### src/common/rtctb_pkg.sv
// package for the rtc timebase, calibration, pin control and write-protection core
package rtctb_pkg;

	// ==================================================================
	// register byte offsets on the avalon slave
	localparam logic [6:0] RTCTB_CTRL_OFS = 7'h08;
	localparam logic [6:0] RTCTB_STAT_OFS = 7'h0c;
	localparam logic [6:0] RTCTB_DIV_OFS = 7'h10;
	localparam logic [6:0] RTCTB_KEY_OFS = 7'h24;
	localparam logic [6:0] RTCTB_SUBSEC_OFS = 7'h28;
	localparam logic [6:0] RTCTB_SHIFT_OFS = 7'h2c;
	localparam logic [6:0] RTCTB_CALIB_OFS = 7'h3c;
	localparam logic [6:0] RTCTB_PIN_OFS = 7'h40;

	// ==================================================================
	// field positions
	localparam int RTCTB_DIV_ASYNC_LSB = 16;
	localparam int RTCTB_SHIFT_ADV_BIT = 31;
	localparam int RTCTB_CAL_W8_BIT = 13;
	localparam int RTCTB_CAL_W16_BIT = 14;
	localparam int RTCTB_CAL_INS_BIT = 15;

	// ==================================================================
	// reset values, keys and timing
	localparam logic [14:0] RTCTB_SYNC_DIV_RST = 15'h00ff;
	localparam logic [6:0] RTCTB_ASYNC_DIV_RST = 7'h7f;
	localparam logic [7:0] RTCTB_KEY_FIRST = 8'hca;
	localparam logic [7:0] RTCTB_KEY_SECOND = 8'h53;
	localparam logic [5:0] RTCTB_REF_50_EDGES = 6'h32;
	localparam logic [5:0] RTCTB_REF_60_EDGES = 6'h3c;
	localparam logic [14:0] RTCTB_REF_TOL = 15'h0007;
	localparam logic [10:0] RTCTB_INS_PERIOD_END = 11'h7ff;
	localparam int RTCTB_CAL_CNT_W = 20;
	localparam int RTCTB_CAL_OUT_512_BIT = 5;

	// ==================================================================
	// shared and oscillator pin configuration
	typedef struct packed {
		logic oscOutPinValue;
		logic oscOutPinForceEn;
		logic oscInPinValue;
		logic oscInPinForceEn;
		logic sharedPinForceEn;
		logic sharedPinValue;
		logic calOutOneHz;
		logic calibOutEn;
		logic alarmOutEn;
		logic timestampInEn;
		logic tamperInEn;
	} rtctb_pin_cfg_t;

	// one pin as two signals
	typedef struct packed {
		logic out;
		logic oe_n;
	} rtctb_pin_drv_t;

endpackage : rtctb_pkg

### src/logic/rtctb_core.sv
// rtc timebase, digital calibration, pin control and write-protection core
// ==================================================================
// Notes on behaviour
// - clock output, timestamp and tamper one share the single backup pin
// - alarm on shared pin is open-drain at pin value 0, push-pull at 1
// - shared pin priority: alarm, calibration, tamper/timestamp, forced, gpio
// - forced shared pin drives its value push-pull and holds it in standby
// - with nothing enabled the shared pin is left to wake-up or gpio
// - oscillator pins forced push-pull when oscillator off; held through standby
// - clock source is chosen outside this block by the clock controller
// - two cascaded dividers: 7-bit asynchronous then 15-bit synchronous
// - asynchronous divider output clocks the synchronous one, giving the 1 Hz tick
// - subsecond down counter reloads with the synchronous divider value
// - subsecond shift field adds or removes subsecond counts, each one asynchronous divider period, for fine alignment
// - reference detection aligns the 1 Hz tick to 50 or 60 Hz mains input
// - calibration window 2^20 cycles, or 2^19 / 2^18 with window bits
// - removal count bit 0 forced low in 16 s, bits 1:0 in 8 s window
// - each window removes as many pulses as the removal count says
// - insert bit adds one pulse every 2^11 cycles
// - net change per 2^20 cycles is 512 times insert bit minus removal count, the count taken 2 or 4 times in 16 s or 8 s window
// - writes to protected registers are ignored while protection stands
// - protection set at power-on; no system reset input can clear it
// - key 0xca then 0x53 to the key register removes protection
// - any wrong key write re-enables protection at once
//
// The address map and register access over Avalon-MM were chosen for this implementation.
`timescale 1ns/1ns

module rtctb_core (
	// clock (selected rtc clock) and power-on reset
	input wire logic ref_clk,
	input wire logic arst_n,
	// avalon-mm slave
	input wire logic [6:0] avs_address,
	input wire logic avs_read,
	input wire logic avs_write,
	input wire logic [31:0] avs_writedata,
	input wire logic [3:0] avs_byteenable,
	output logic [31:0] avs_readdata,
	output logic avs_waitrequest,
	// low-power and clock-controller status
	input wire logic standby,
	input wire logic lowSpeedOscEnable,
	input wire logic lowSpeedOscBypass,
	// alarm pulse from the alarm unit, same clock
	input wire logic alarmPulse,
	// external pins
	input wire logic mainsReferenceInput,
	input wire logic sharedPinIn,
	output rtctb_pkg::rtctb_pin_drv_t sharedPinDrv,
	output rtctb_pkg::rtctb_pin_drv_t oscInPinDrv,
	output rtctb_pkg::rtctb_pin_drv_t oscOutPinDrv,
	// events toward calendar, timestamp and tamper units
	output logic secondTick,
	output logic timestampInput,
	output logic tamperInputOne,
	output logic sharedPinToGpio
);
	import rtctb_pkg::*;

	// ==================================================================
	// state
	typedef struct packed {
		logic waitReq;
		logic [31:0] rdData;
		logic locked;
		logic keyStage;
		logic refDetectEnable;
		logic ref60;
		rtctb_pin_cfg_t pinCfg;
		logic [14:0] syncDivider;
		logic [6:0] asyncDivider;
		logic [14:0] subsecondShift;
		logic shiftAdvance;
		logic shiftPend;
		logic [8:0] pulseRemoveCount;
		logic window8sSel;
		logic window16sSel;
		logic pulseInsertBit;
		logic [6:0] asyncCnt;
		logic [14:0] subsecCnt;
		logic [RTCTB_CAL_CNT_W-1:0] calCnt;
		logic [5:0] refEdgeCnt;
		logic pinSync1;
		logic pinSync2;
		logic refSync1;
		logic refSync2;
		logic refSync3;
		logic secTick;
		rtctb_pin_drv_t shared;
		rtctb_pin_drv_t oscIn;
		rtctb_pin_drv_t oscOut;
		logic tsIn;
		logic tampIn;
		logic toGpio;
	} rtctb_state_t;

	rtctb_state_t stateReg;
	rtctb_state_t stateNext;

	logic [31:0] curImage;
	logic [31:0] wrMask;
	logic [31:0] wrImage;
	logic busReq;
	logic busAccept;
	logic wrAccept;
	logic keyWrite;
	logic protWrite;
	logic [8:0] removeEff;
	logic [RTCTB_CAL_CNT_W-1:0] winPos;
	logic removeNow;
	logic insertNow;
	logic [1:0] step;
	logic apreFire;
	logic refEdge;
	logic refSecond;

	// ==================================================================
	// register image and byte-lane merge
	always_comb begin
		curImage = 32'h0000_0000;
		unique case (avs_address)
			RTCTB_CTRL_OFS: curImage = {30'h0, stateReg.ref60, stateReg.refDetectEnable};
			RTCTB_STAT_OFS: curImage = {29'h0, stateReg.shiftPend, stateReg.keyStage,
				stateReg.locked};
			RTCTB_DIV_OFS: curImage = {9'h0, stateReg.asyncDivider, 1'b0, stateReg.syncDivider};
			RTCTB_SUBSEC_OFS: curImage = {17'h0, stateReg.subsecCnt};
			RTCTB_SHIFT_OFS: curImage = {stateReg.shiftAdvance, 16'h0, stateReg.subsecondShift};
			RTCTB_CALIB_OFS: curImage = {16'h0, stateReg.pulseInsertBit, stateReg.window16sSel,
				stateReg.window8sSel, 4'h0, stateReg.pulseRemoveCount};
			RTCTB_PIN_OFS: curImage = {21'h0, stateReg.pinCfg};
			default: curImage = 32'h0000_0000; // unmapped and key register read zero
		endcase
	end

	// byte enables widen to a bit mask
	always_comb begin
		for (int b = 0; b < 4; b++) begin
			wrMask[b*8 +: 8] = {8{avs_byteenable[b]}};
		end
		wrImage = (curImage & ~wrMask) | (avs_writedata & wrMask);
	end

	// a request is taken on the edge where waitrequest is already low
	assign busReq = avs_read || avs_write;
	assign busAccept = busReq && !stateReg.waitReq;
	assign wrAccept = busAccept && avs_write;
	assign keyWrite = wrAccept && avs_address == RTCTB_KEY_OFS && avs_byteenable[0];
	assign protWrite = wrAccept && !stateReg.locked;

	// ==================================================================
	// calibration window: removal bunched at window start, insertion every 2^11
	always_comb begin
		removeEff = stateReg.pulseRemoveCount;
		winPos = stateReg.calCnt;
		if (stateReg.window8sSel) begin
			removeEff[1:0] = 2'b00;
			winPos[19:18] = 2'b00;
		end else if (stateReg.window16sSel) begin
			removeEff[0] = 1'b0;
			winPos[19] = 1'b0;
		end
	end

	// net step per cycle: 2^20 / 2^11 = 512 insertions against the removals
	assign removeNow = winPos < {11'h0, removeEff};
	assign insertNow = stateReg.pulseInsertBit
		&& stateReg.calCnt[10:0] == RTCTB_INS_PERIOD_END;
	assign step = 2'd1 + {1'b0, insertNow} - {1'b0, removeNow};

	// asynchronous divider fires when it passes zero
	assign apreFire = (step != 2'd0) && (stateReg.asyncCnt == 7'h00
		|| (step == 2'd2 && stateReg.asyncCnt == 7'h01));

	// reference edge from the second and third sync stages only
	assign refEdge = stateReg.refSync2 && !stateReg.refSync3;
	assign refSecond = refEdge && stateReg.refDetectEnable && stateReg.refEdgeCnt
		== (stateReg.ref60 ? RTCTB_REF_60_EDGES - 6'd1 : RTCTB_REF_50_EDGES - 6'd1);

	// ==================================================================
	// next state
	always_comb begin
		stateNext = stateReg;
		stateNext.secTick = 1'b0;

		// bus handshake: one wait cycle, then one answer cycle
		stateNext.waitReq = !(busReq && stateReg.waitReq);
		if (busReq && stateReg.waitReq) begin
			stateNext.rdData = curImage;
		end

		// key sequence, always writable
		if (keyWrite) begin
			if (!stateReg.keyStage && avs_writedata[7:0] == RTCTB_KEY_FIRST) begin
				stateNext.keyStage = 1'b1;
				stateNext.locked = 1'b1;
			end else if (stateReg.keyStage && avs_writedata[7:0] == RTCTB_KEY_SECOND) begin
				stateNext.keyStage = 1'b0;
				stateNext.locked = 1'b0;
			end else begin
				stateNext.keyStage = 1'b0;
				stateNext.locked = 1'b1;
			end
		end

		// protected registers
		if (protWrite) begin
			unique case (avs_address)
				RTCTB_CTRL_OFS: begin
					stateNext.refDetectEnable = wrImage[0];
					stateNext.ref60 = wrImage[1];
				end
				RTCTB_DIV_OFS: begin
					stateNext.syncDivider = wrImage[14:0];
					stateNext.asyncDivider = wrImage[RTCTB_DIV_ASYNC_LSB +: 7];
				end
				RTCTB_SHIFT_OFS: begin
					stateNext.subsecondShift = wrImage[14:0];
					stateNext.shiftAdvance = wrImage[RTCTB_SHIFT_ADV_BIT];
					stateNext.shiftPend = 1'b1;
				end
				RTCTB_CALIB_OFS: begin
					stateNext.pulseRemoveCount = wrImage[8:0];
					// the stored count keeps the window's forced low bits, so software reads them back
					if (wrImage[RTCTB_CAL_W8_BIT]) begin
						stateNext.pulseRemoveCount[1:0] = 2'b00;
					end else if (wrImage[RTCTB_CAL_W16_BIT]) begin
						stateNext.pulseRemoveCount[0] = 1'b0;
					end
					stateNext.window8sSel = wrImage[RTCTB_CAL_W8_BIT];
					stateNext.window16sSel = wrImage[RTCTB_CAL_W16_BIT];
					stateNext.pulseInsertBit = wrImage[RTCTB_CAL_INS_BIT];
				end
				RTCTB_PIN_OFS: stateNext.pinCfg = wrImage[10:0];
				default: ;
			endcase
		end

		// calibration window counter wraps at its own length
		stateNext.calCnt = stateReg.calCnt + 20'd1;

		// asynchronous divider fed by the calibrated clock
		if (apreFire) begin
			stateNext.asyncCnt = (step == 2'd2 && stateReg.asyncCnt == 7'h00
				&& stateReg.asyncDivider != 7'h00)
				? stateReg.asyncDivider - 7'd1 : stateReg.asyncDivider;
		end else begin
			stateNext.asyncCnt = stateReg.asyncCnt - {5'h0, step};
		end

		// synchronous subsecond counter, clocked by the async divider output
		if (apreFire) begin
			if (stateReg.subsecCnt == 15'h0000) begin
				stateNext.subsecCnt = stateReg.syncDivider;
				stateNext.secTick = 1'b1;
			end else begin
				stateNext.subsecCnt = stateReg.subsecCnt - 15'd1;
			end
			// shift applies on a subsecond step so the counter never skips a tick
			if (stateReg.shiftPend && !(protWrite && avs_address == RTCTB_SHIFT_OFS)) begin
				stateNext.shiftPend = 1'b0;
				if (stateReg.shiftAdvance) begin
					stateNext.subsecCnt = (stateReg.subsecCnt > stateReg.subsecondShift)
						? stateReg.subsecCnt - stateReg.subsecondShift : 15'h0000;
				end else begin
					stateNext.subsecCnt = stateReg.subsecCnt + stateReg.subsecondShift;
				end
			end
		end

		// mains reference: count edges, realign the tick once per reference second
		stateNext.refSync1 = mainsReferenceInput;
		stateNext.refSync2 = stateReg.refSync1;
		stateNext.refSync3 = stateReg.refSync2;
		if (!stateReg.refDetectEnable) begin
			stateNext.refEdgeCnt = 6'h00;
		end else if (refSecond) begin
			stateNext.refEdgeCnt = 6'h00;
			// late internal tick: fire it now; early one: restart the second
			if (stateReg.subsecCnt <= RTCTB_REF_TOL) begin
				stateNext.subsecCnt = stateReg.syncDivider;
				stateNext.secTick = 1'b1;
			end else if (stateReg.subsecCnt >= stateReg.syncDivider - RTCTB_REF_TOL) begin
				stateNext.subsecCnt = stateReg.syncDivider;
			end
		end else if (refEdge) begin
			stateNext.refEdgeCnt = stateReg.refEdgeCnt + 6'd1;
		end

		// shared pin input synchroniser
		stateNext.pinSync1 = sharedPinIn;
		stateNext.pinSync2 = stateReg.pinSync1;

		// pins freeze in standby, keeping any forced drive and value
		if (!standby) begin
			stateNext.tsIn = 1'b0;
			stateNext.tampIn = 1'b0;
			stateNext.toGpio = 1'b0;
			stateNext.shared = '{out: 1'b0, oe_n: 1'b1};
			if (stateReg.pinCfg.alarmOutEn) begin
				if (stateReg.pinCfg.sharedPinValue) begin
					stateNext.shared = '{out: alarmPulse, oe_n: 1'b0};
				end else begin
					stateNext.shared = '{out: 1'b0, oe_n: alarmPulse};
				end
			end else if (stateReg.pinCfg.calibOutEn) begin
				stateNext.shared.oe_n = 1'b0;
				stateNext.shared.out = stateReg.pinCfg.calOutOneHz
					? stateReg.subsecCnt > (stateReg.syncDivider >> 1)
					: stateReg.calCnt[RTCTB_CAL_OUT_512_BIT];
			end else if (stateReg.pinCfg.tamperInEn || stateReg.pinCfg.timestampInEn) begin
				stateNext.tampIn = stateReg.pinCfg.tamperInEn && stateReg.pinSync2;
				stateNext.tsIn = stateReg.pinCfg.timestampInEn && stateReg.pinSync2;
			end else if (stateReg.pinCfg.sharedPinForceEn) begin
				stateNext.shared = '{out: stateReg.pinCfg.sharedPinValue, oe_n: 1'b0};
			end else begin
				stateNext.toGpio = 1'b1;
			end

			// oscillator pins: the oscillator owns them whenever it runs
			stateNext.oscIn = '{out: 1'b0, oe_n: 1'b1};
			stateNext.oscOut = '{out: 1'b0, oe_n: 1'b1};
			if (!lowSpeedOscEnable && stateReg.pinCfg.oscInPinForceEn) begin
				stateNext.oscIn = '{out: stateReg.pinCfg.oscInPinValue, oe_n: 1'b0};
			end
			// in bypass the output pin is free, so forcing still applies there
			if ((!lowSpeedOscEnable || lowSpeedOscBypass) && stateReg.pinCfg.oscOutPinForceEn) begin
				stateNext.oscOut = '{out: stateReg.pinCfg.oscOutPinValue, oe_n: 1'b0};
			end
		end
	end

	// ==================================================================
	// state register; arst_n is the power-on reset of the backup domain
	always_ff @(posedge ref_clk or negedge arst_n) begin
		if (!arst_n) begin
			stateReg <= '0;
			stateReg.waitReq <= 1'b1;
			stateReg.locked <= 1'b1;
			stateReg.syncDivider <= RTCTB_SYNC_DIV_RST;
			stateReg.asyncDivider <= RTCTB_ASYNC_DIV_RST;
			stateReg.asyncCnt <= RTCTB_ASYNC_DIV_RST;
			stateReg.subsecCnt <= RTCTB_SYNC_DIV_RST;
			stateReg.shared <= '{out: 1'b0, oe_n: 1'b1};
			stateReg.oscIn <= '{out: 1'b0, oe_n: 1'b1};
			stateReg.oscOut <= '{out: 1'b0, oe_n: 1'b1};
		end else begin
			stateReg <= stateNext;
		end
	end

	// ==================================================================
	// outputs, all from flip-flops; ref_clk is whatever source the clock controller picked
	assign avs_readdata = stateReg.rdData;
	assign avs_waitrequest = stateReg.waitReq;
	assign sharedPinDrv = stateReg.shared;
	assign oscInPinDrv = stateReg.oscIn;
	assign oscOutPinDrv = stateReg.oscOut;
	assign secondTick = stateReg.secTick;
	assign timestampInput = stateReg.tsIn;
	assign tamperInputOne = stateReg.tampIn;
	assign sharedPinToGpio = stateReg.toGpio;
endmodule : rtctb_core
### config.mk
export PLATFORM = sky130hd
export DESIGN_NAME = rtctb_core
export DESIGN_NICKNAME = d
export VERILOG_FILES = /design/src/common/rtctb_pkg.sv /design/src/logic/rtctb_core.sv
export SDC_FILE = /design/constraint.sdc
export NUM_CORES = 1
export LEC_CHECK = 0
export ABC_AREA = 1
export ABC_CLOCK_PERIOD_IN_PS = 3900
export BUFFER_PORTS_ARGS = -buffer_cell sky130_fd_sc_hd__buf_2
export CORE_AREA = 2 2 141 143
export CTS_CLUSTER_SIZE = 12
export DETAILED_ROUTE_END_ITERATION = 12
export DIE_AREA = 0 0 143 145
export HOLD_SLACK_MARGIN = 0.15
export PLACE_DENSITY_LB_ADDON = 0.08
export SLEW_MARGIN = 20
export SYNTH_ARGS = -nofsm -noshare
export SYNTH_HDL_FRONTEND = slang
export SYNTH_SLANG_ARGS = --single-unit
### constraint.sdc
create_clock -name ref_clk -period 3.9 [get_ports ref_clk]
set_clock_uncertainty 0.05 [all_clocks]
set_input_delay 0.195 -clock ref_clk [delete_from_list [all_inputs] [get_ports ref_clk]]
set_output_delay 0.195 -clock ref_clk [all_outputs]
set_load 0.01 [all_outputs]
==> results.md <==
Worst hold path:
- In this run the worst hold path is classified as in -> async.

Cells and area:
- Relative to the synthesized area, the layout overhead comes to 12.1%.
- In the final layout, the share of cells above drive strength 1 is 0.128.
- The utilization of the core after routing is 0.670.
- The number of fillers in the final layout is 1,671.
- At the end of the flow, the number of nets in the layout was 1,797.
- The number of inserted diodes is 0.

Clocking:
- The setup fix buffers added after clock tree synthesis is 0.
- The H-tree level count is 4.
- In this run, post-CTS hold repair placed 46 buffers.
- The cell sitting at the root of the clock tree is a clkbuf_16.
- The clock latency of the later-clocked register in the worst-skew pair is 0.44 ns.
- The clock transition at the registers of the reported paths is 0.07 ns.
- The clock drives 154 sinks.
- The number of buffers on the longest clock path is 2.
- The post-cts sizing count is 0.
- TritonCTS created 17 clock buffers.
- TritonCTS built the clock tree.

Logic synthesis:
- The dominant cell by count in the synthesized netlist is nand2_1.
- After synthesis, the cell types taking the most area are dfrtp_1 26%, nand2_1 12%, ha_1 8.5%.
- Counting flops with a built-in enable in the synthesized netlist gives 0.
- The commonest cells after synthesis are 377 x nand2_1, 206 x inv_1, 158 x nor2_1.
- Of all flip-flops after synthesis, the portion carrying an async set or reset was 1.00.
- In this run, synthesis produced a sequential element count of 154.
- The sequential fraction of the synthesis area is 0.340.
- The largest area contributor in the synthesized netlist is dfrtp_1.
- The share of synthesized area in the top cell type comes to 0.259.
- Synthesis instantiated 55 different standard cells from the library.
- The predominant post-synthesis flop cell is dfrtp_1.
- Synthesis produced 1,580 cells.
- The synthesized area is 11,500 um2.
- The post-synthesis area per instance is 7.26 um2.
- During synthesis, Yosys emitted a total of 0 warnings.

Die:
- The initial standard-cell utilization of the core is 0.598.
- The overall die area is 20,700 um2.
- The height of the chip is 145 um.
- 96 I/O pins were placed.
- The horizontal extent of the die is 143 um.
- The standard-cell row count is 51.
- The area of the core is 19,200 um2.

Status:
- The flow ran to the end, and the final reports show no timing, DRC or antenna violations.

Power:
- The worst-case IR drop observed on VDD is 0.349 mV.
- The power per standard cell area is 485 nW/um2.
- The leakage power of the design is 6.39 nW.

Setup path:
- The kind of critical path is reg -> reg.
- The worst setup path is captured at a register.
- Together, buffers and inverters on the worst path number 2.
- Walking the worst path, the cells encountered are ha_1 -> nand2_1 -> inv_1 -> o21ai_0 -> a21oi_1 -> nor4b_1 -> nand2_1 -> inv_1 -> ha_1 -> ha_1 -> fa_1 -> nand2_1 -> nor2_1 -> o21ai_0 -> a21oi_1 -> a31o_2.
- STA classifies the critical path startpoint as a register.
- The largest single stage delay on the critical path is 0.46 ns.
- Data arrives at the worst endpoint at 3.69 ns.
- The largest delay contributor family on the critical path is adder cells.
- The maximum net fanout on the critical path is 5.
- Data on the critical path is required at its endpoint by 4.22 ns.
- The largest individual stage delay along the critical path comes from the cell dfrtp_1.

STA:
- Based on the critical path, the design can be clocked at up to 297 MHz.
- The transition time of the tightest slew-check pin is 1.09 ns.
- The worst pin sits at a relative slew slack of 0.266.
- The smallest setup slack after layout is 0.536 ns.
- The hold violation total from the final report is 0.
- The routed design could run at a clock period as short as 3.36 ns.
- The total negative slack for setup checks is 0 ns.
- The total of endpoints with negative setup slack in the final report is 0.
- The fraction of the cycle the final worst path needs is 0.863.
- Setup repair after global routing left no endpoint under its margin.
- The number of max-slew violations in the final report came to 0.

Global route:
- The number of antenna violations at the first check in global routing is 0.
- Entering global routing, the biggest net connects 109 pins.
- The number of global-route vias before repair is 10,400.
- The total congestion overflow after global routing is 0.
- The first global-routing pass estimated 53,500 um of wire.
- The total global-route track usage is 0.328.

Job:
- The tool flagged a number of max-cap violations equal to 0.

Detailed routing:
- The mean routed wirelength per cell is 17.0 um.
- The DRC violations left is 0.
- The post-route antenna net violation count is 0.
- The wire length reported by the detailed router is 33,000 um.
- The pre-antenna-repair detailed-routing pass consisted of 6 iterations.
- The via count normalized by instance count is 5.57.
- The number of violations reported at the end of detailed-routing iteration 0 is 1,008.
- The via total after detailed routing is 10,800.

Placement:
- The total of buffers placed on input and output ports is 79.
- OpenSTA, run right after detailed placement, puts the worst setup slack at 0.601 ns.
- The congestion estimate from routability-driven global placement came to 0.948.
- The post-detailed-placement half-perimeter wirelength is 24,800 um.
==> final cells by class <==
class	instances	area (um2)	share of cell area
tap	265	332	0.0258
sequential	154	3900	0.303
clock inverter	15	174	0.0135
multi-input combinational	1141	6270	0.487
timing repair buffer	135	957	0.0744
clock buffer	17	425	0.0331
inverter	214	808	0.0628
==> placed cells by master, fill, tap and decap left out, drive strengths merged, types with 11 or more instances in the layout <==
master,Yosys,layout
dlygate4sd3,0,46
nand3,102,102
dfstp,35,35
nor2,169,169
nand2,384,384
nor3,38,38
a21oi,64,64
nand4,23,23
a31oi,11,11
o22ai,31,31
ha,78,78
inv,213,222
xor2,43,43
dfrtp,119,119
o21ai,131,131
clkbuf,13,17
buf,65,89
==> state kept, by name, indices dropped and copies added, names as in the netlist <==
register         count
stateReg           109
oscOutPinDrv         2
timestampInput       1
sharedPinDrv         2
secondTick           1
oscInPinDrv          2
tamperInputOne       1
removeEff            7
avs_readdata        24
sharedPinToGpio      1
stateNext            3
avs_waitrequest      1
==> report_power, final <==
| group | internal (mW) | switching, mW |
|---|---|---|
| clock | 0.917 | 0.776 |
| sequential | 1.82 | 0.251 |
| combinational | 0.901 | 1.57 |
| total | 3.64 | 2.60 |
==> logic make-up after synthesis <==
logic type	after synthesis	share of synthesized area
AO/OA/AOI/OAI	265	0.129
AND/OR/NAND/NOR	732	0.281
XOR/XNOR	52	0.0397
flip-flops	154	0.340
buffers and inverters	292	0.117
other	1	0.000327
adder cells (fa/ha/maj)	81	0.0903
multiplexers	3	0.00262
==> stage by stage <==
step	instances	hold WS, ns	area (um2)	power, mW
after global placement	1862	0.254	11800	4.42
after global routing	1941	0.153	12900	6.67
final	1941	0.130	12900	6.24
after floorplan	1587	-0.151	11500	3.86
after detailed placement	1862	0.255	11800	4.47
after CTS	1940	0.152	12800	6.21
==> path summary, 6_finish.rpt <==
| check | from | to | slack, ns | cells after the start |
|---|---|---|---|---|
| max | stateReg[26] | stateReg[62] | 0.54 | 16 |
| min | arst_n | stateReg[17] | 0.13 | 2 |
| max reg2reg | stateReg[26] | stateReg[62] | 0.54 | 16 |
| min reg2reg | stateNext[11] | stateNext[10] | 0.30 | 0 |
| max in group asynchronous | arst_n | stateReg[94] | 2.57 | 4 |
| min in group ref_clk | avs_address[2] | stateReg[128] | 0.16 | 5 |
==> routing by layer <==
layer,routed length (um),vias up,global-route usage
met1,14700,5020,0.456
met5,0,-,0
met4,1110,0,0.126
met2,15200,439,0.523
li1,-,5273,-
met3,1900,76,0.0389
No activity file was read; power rests on OpenSTA's default activity.
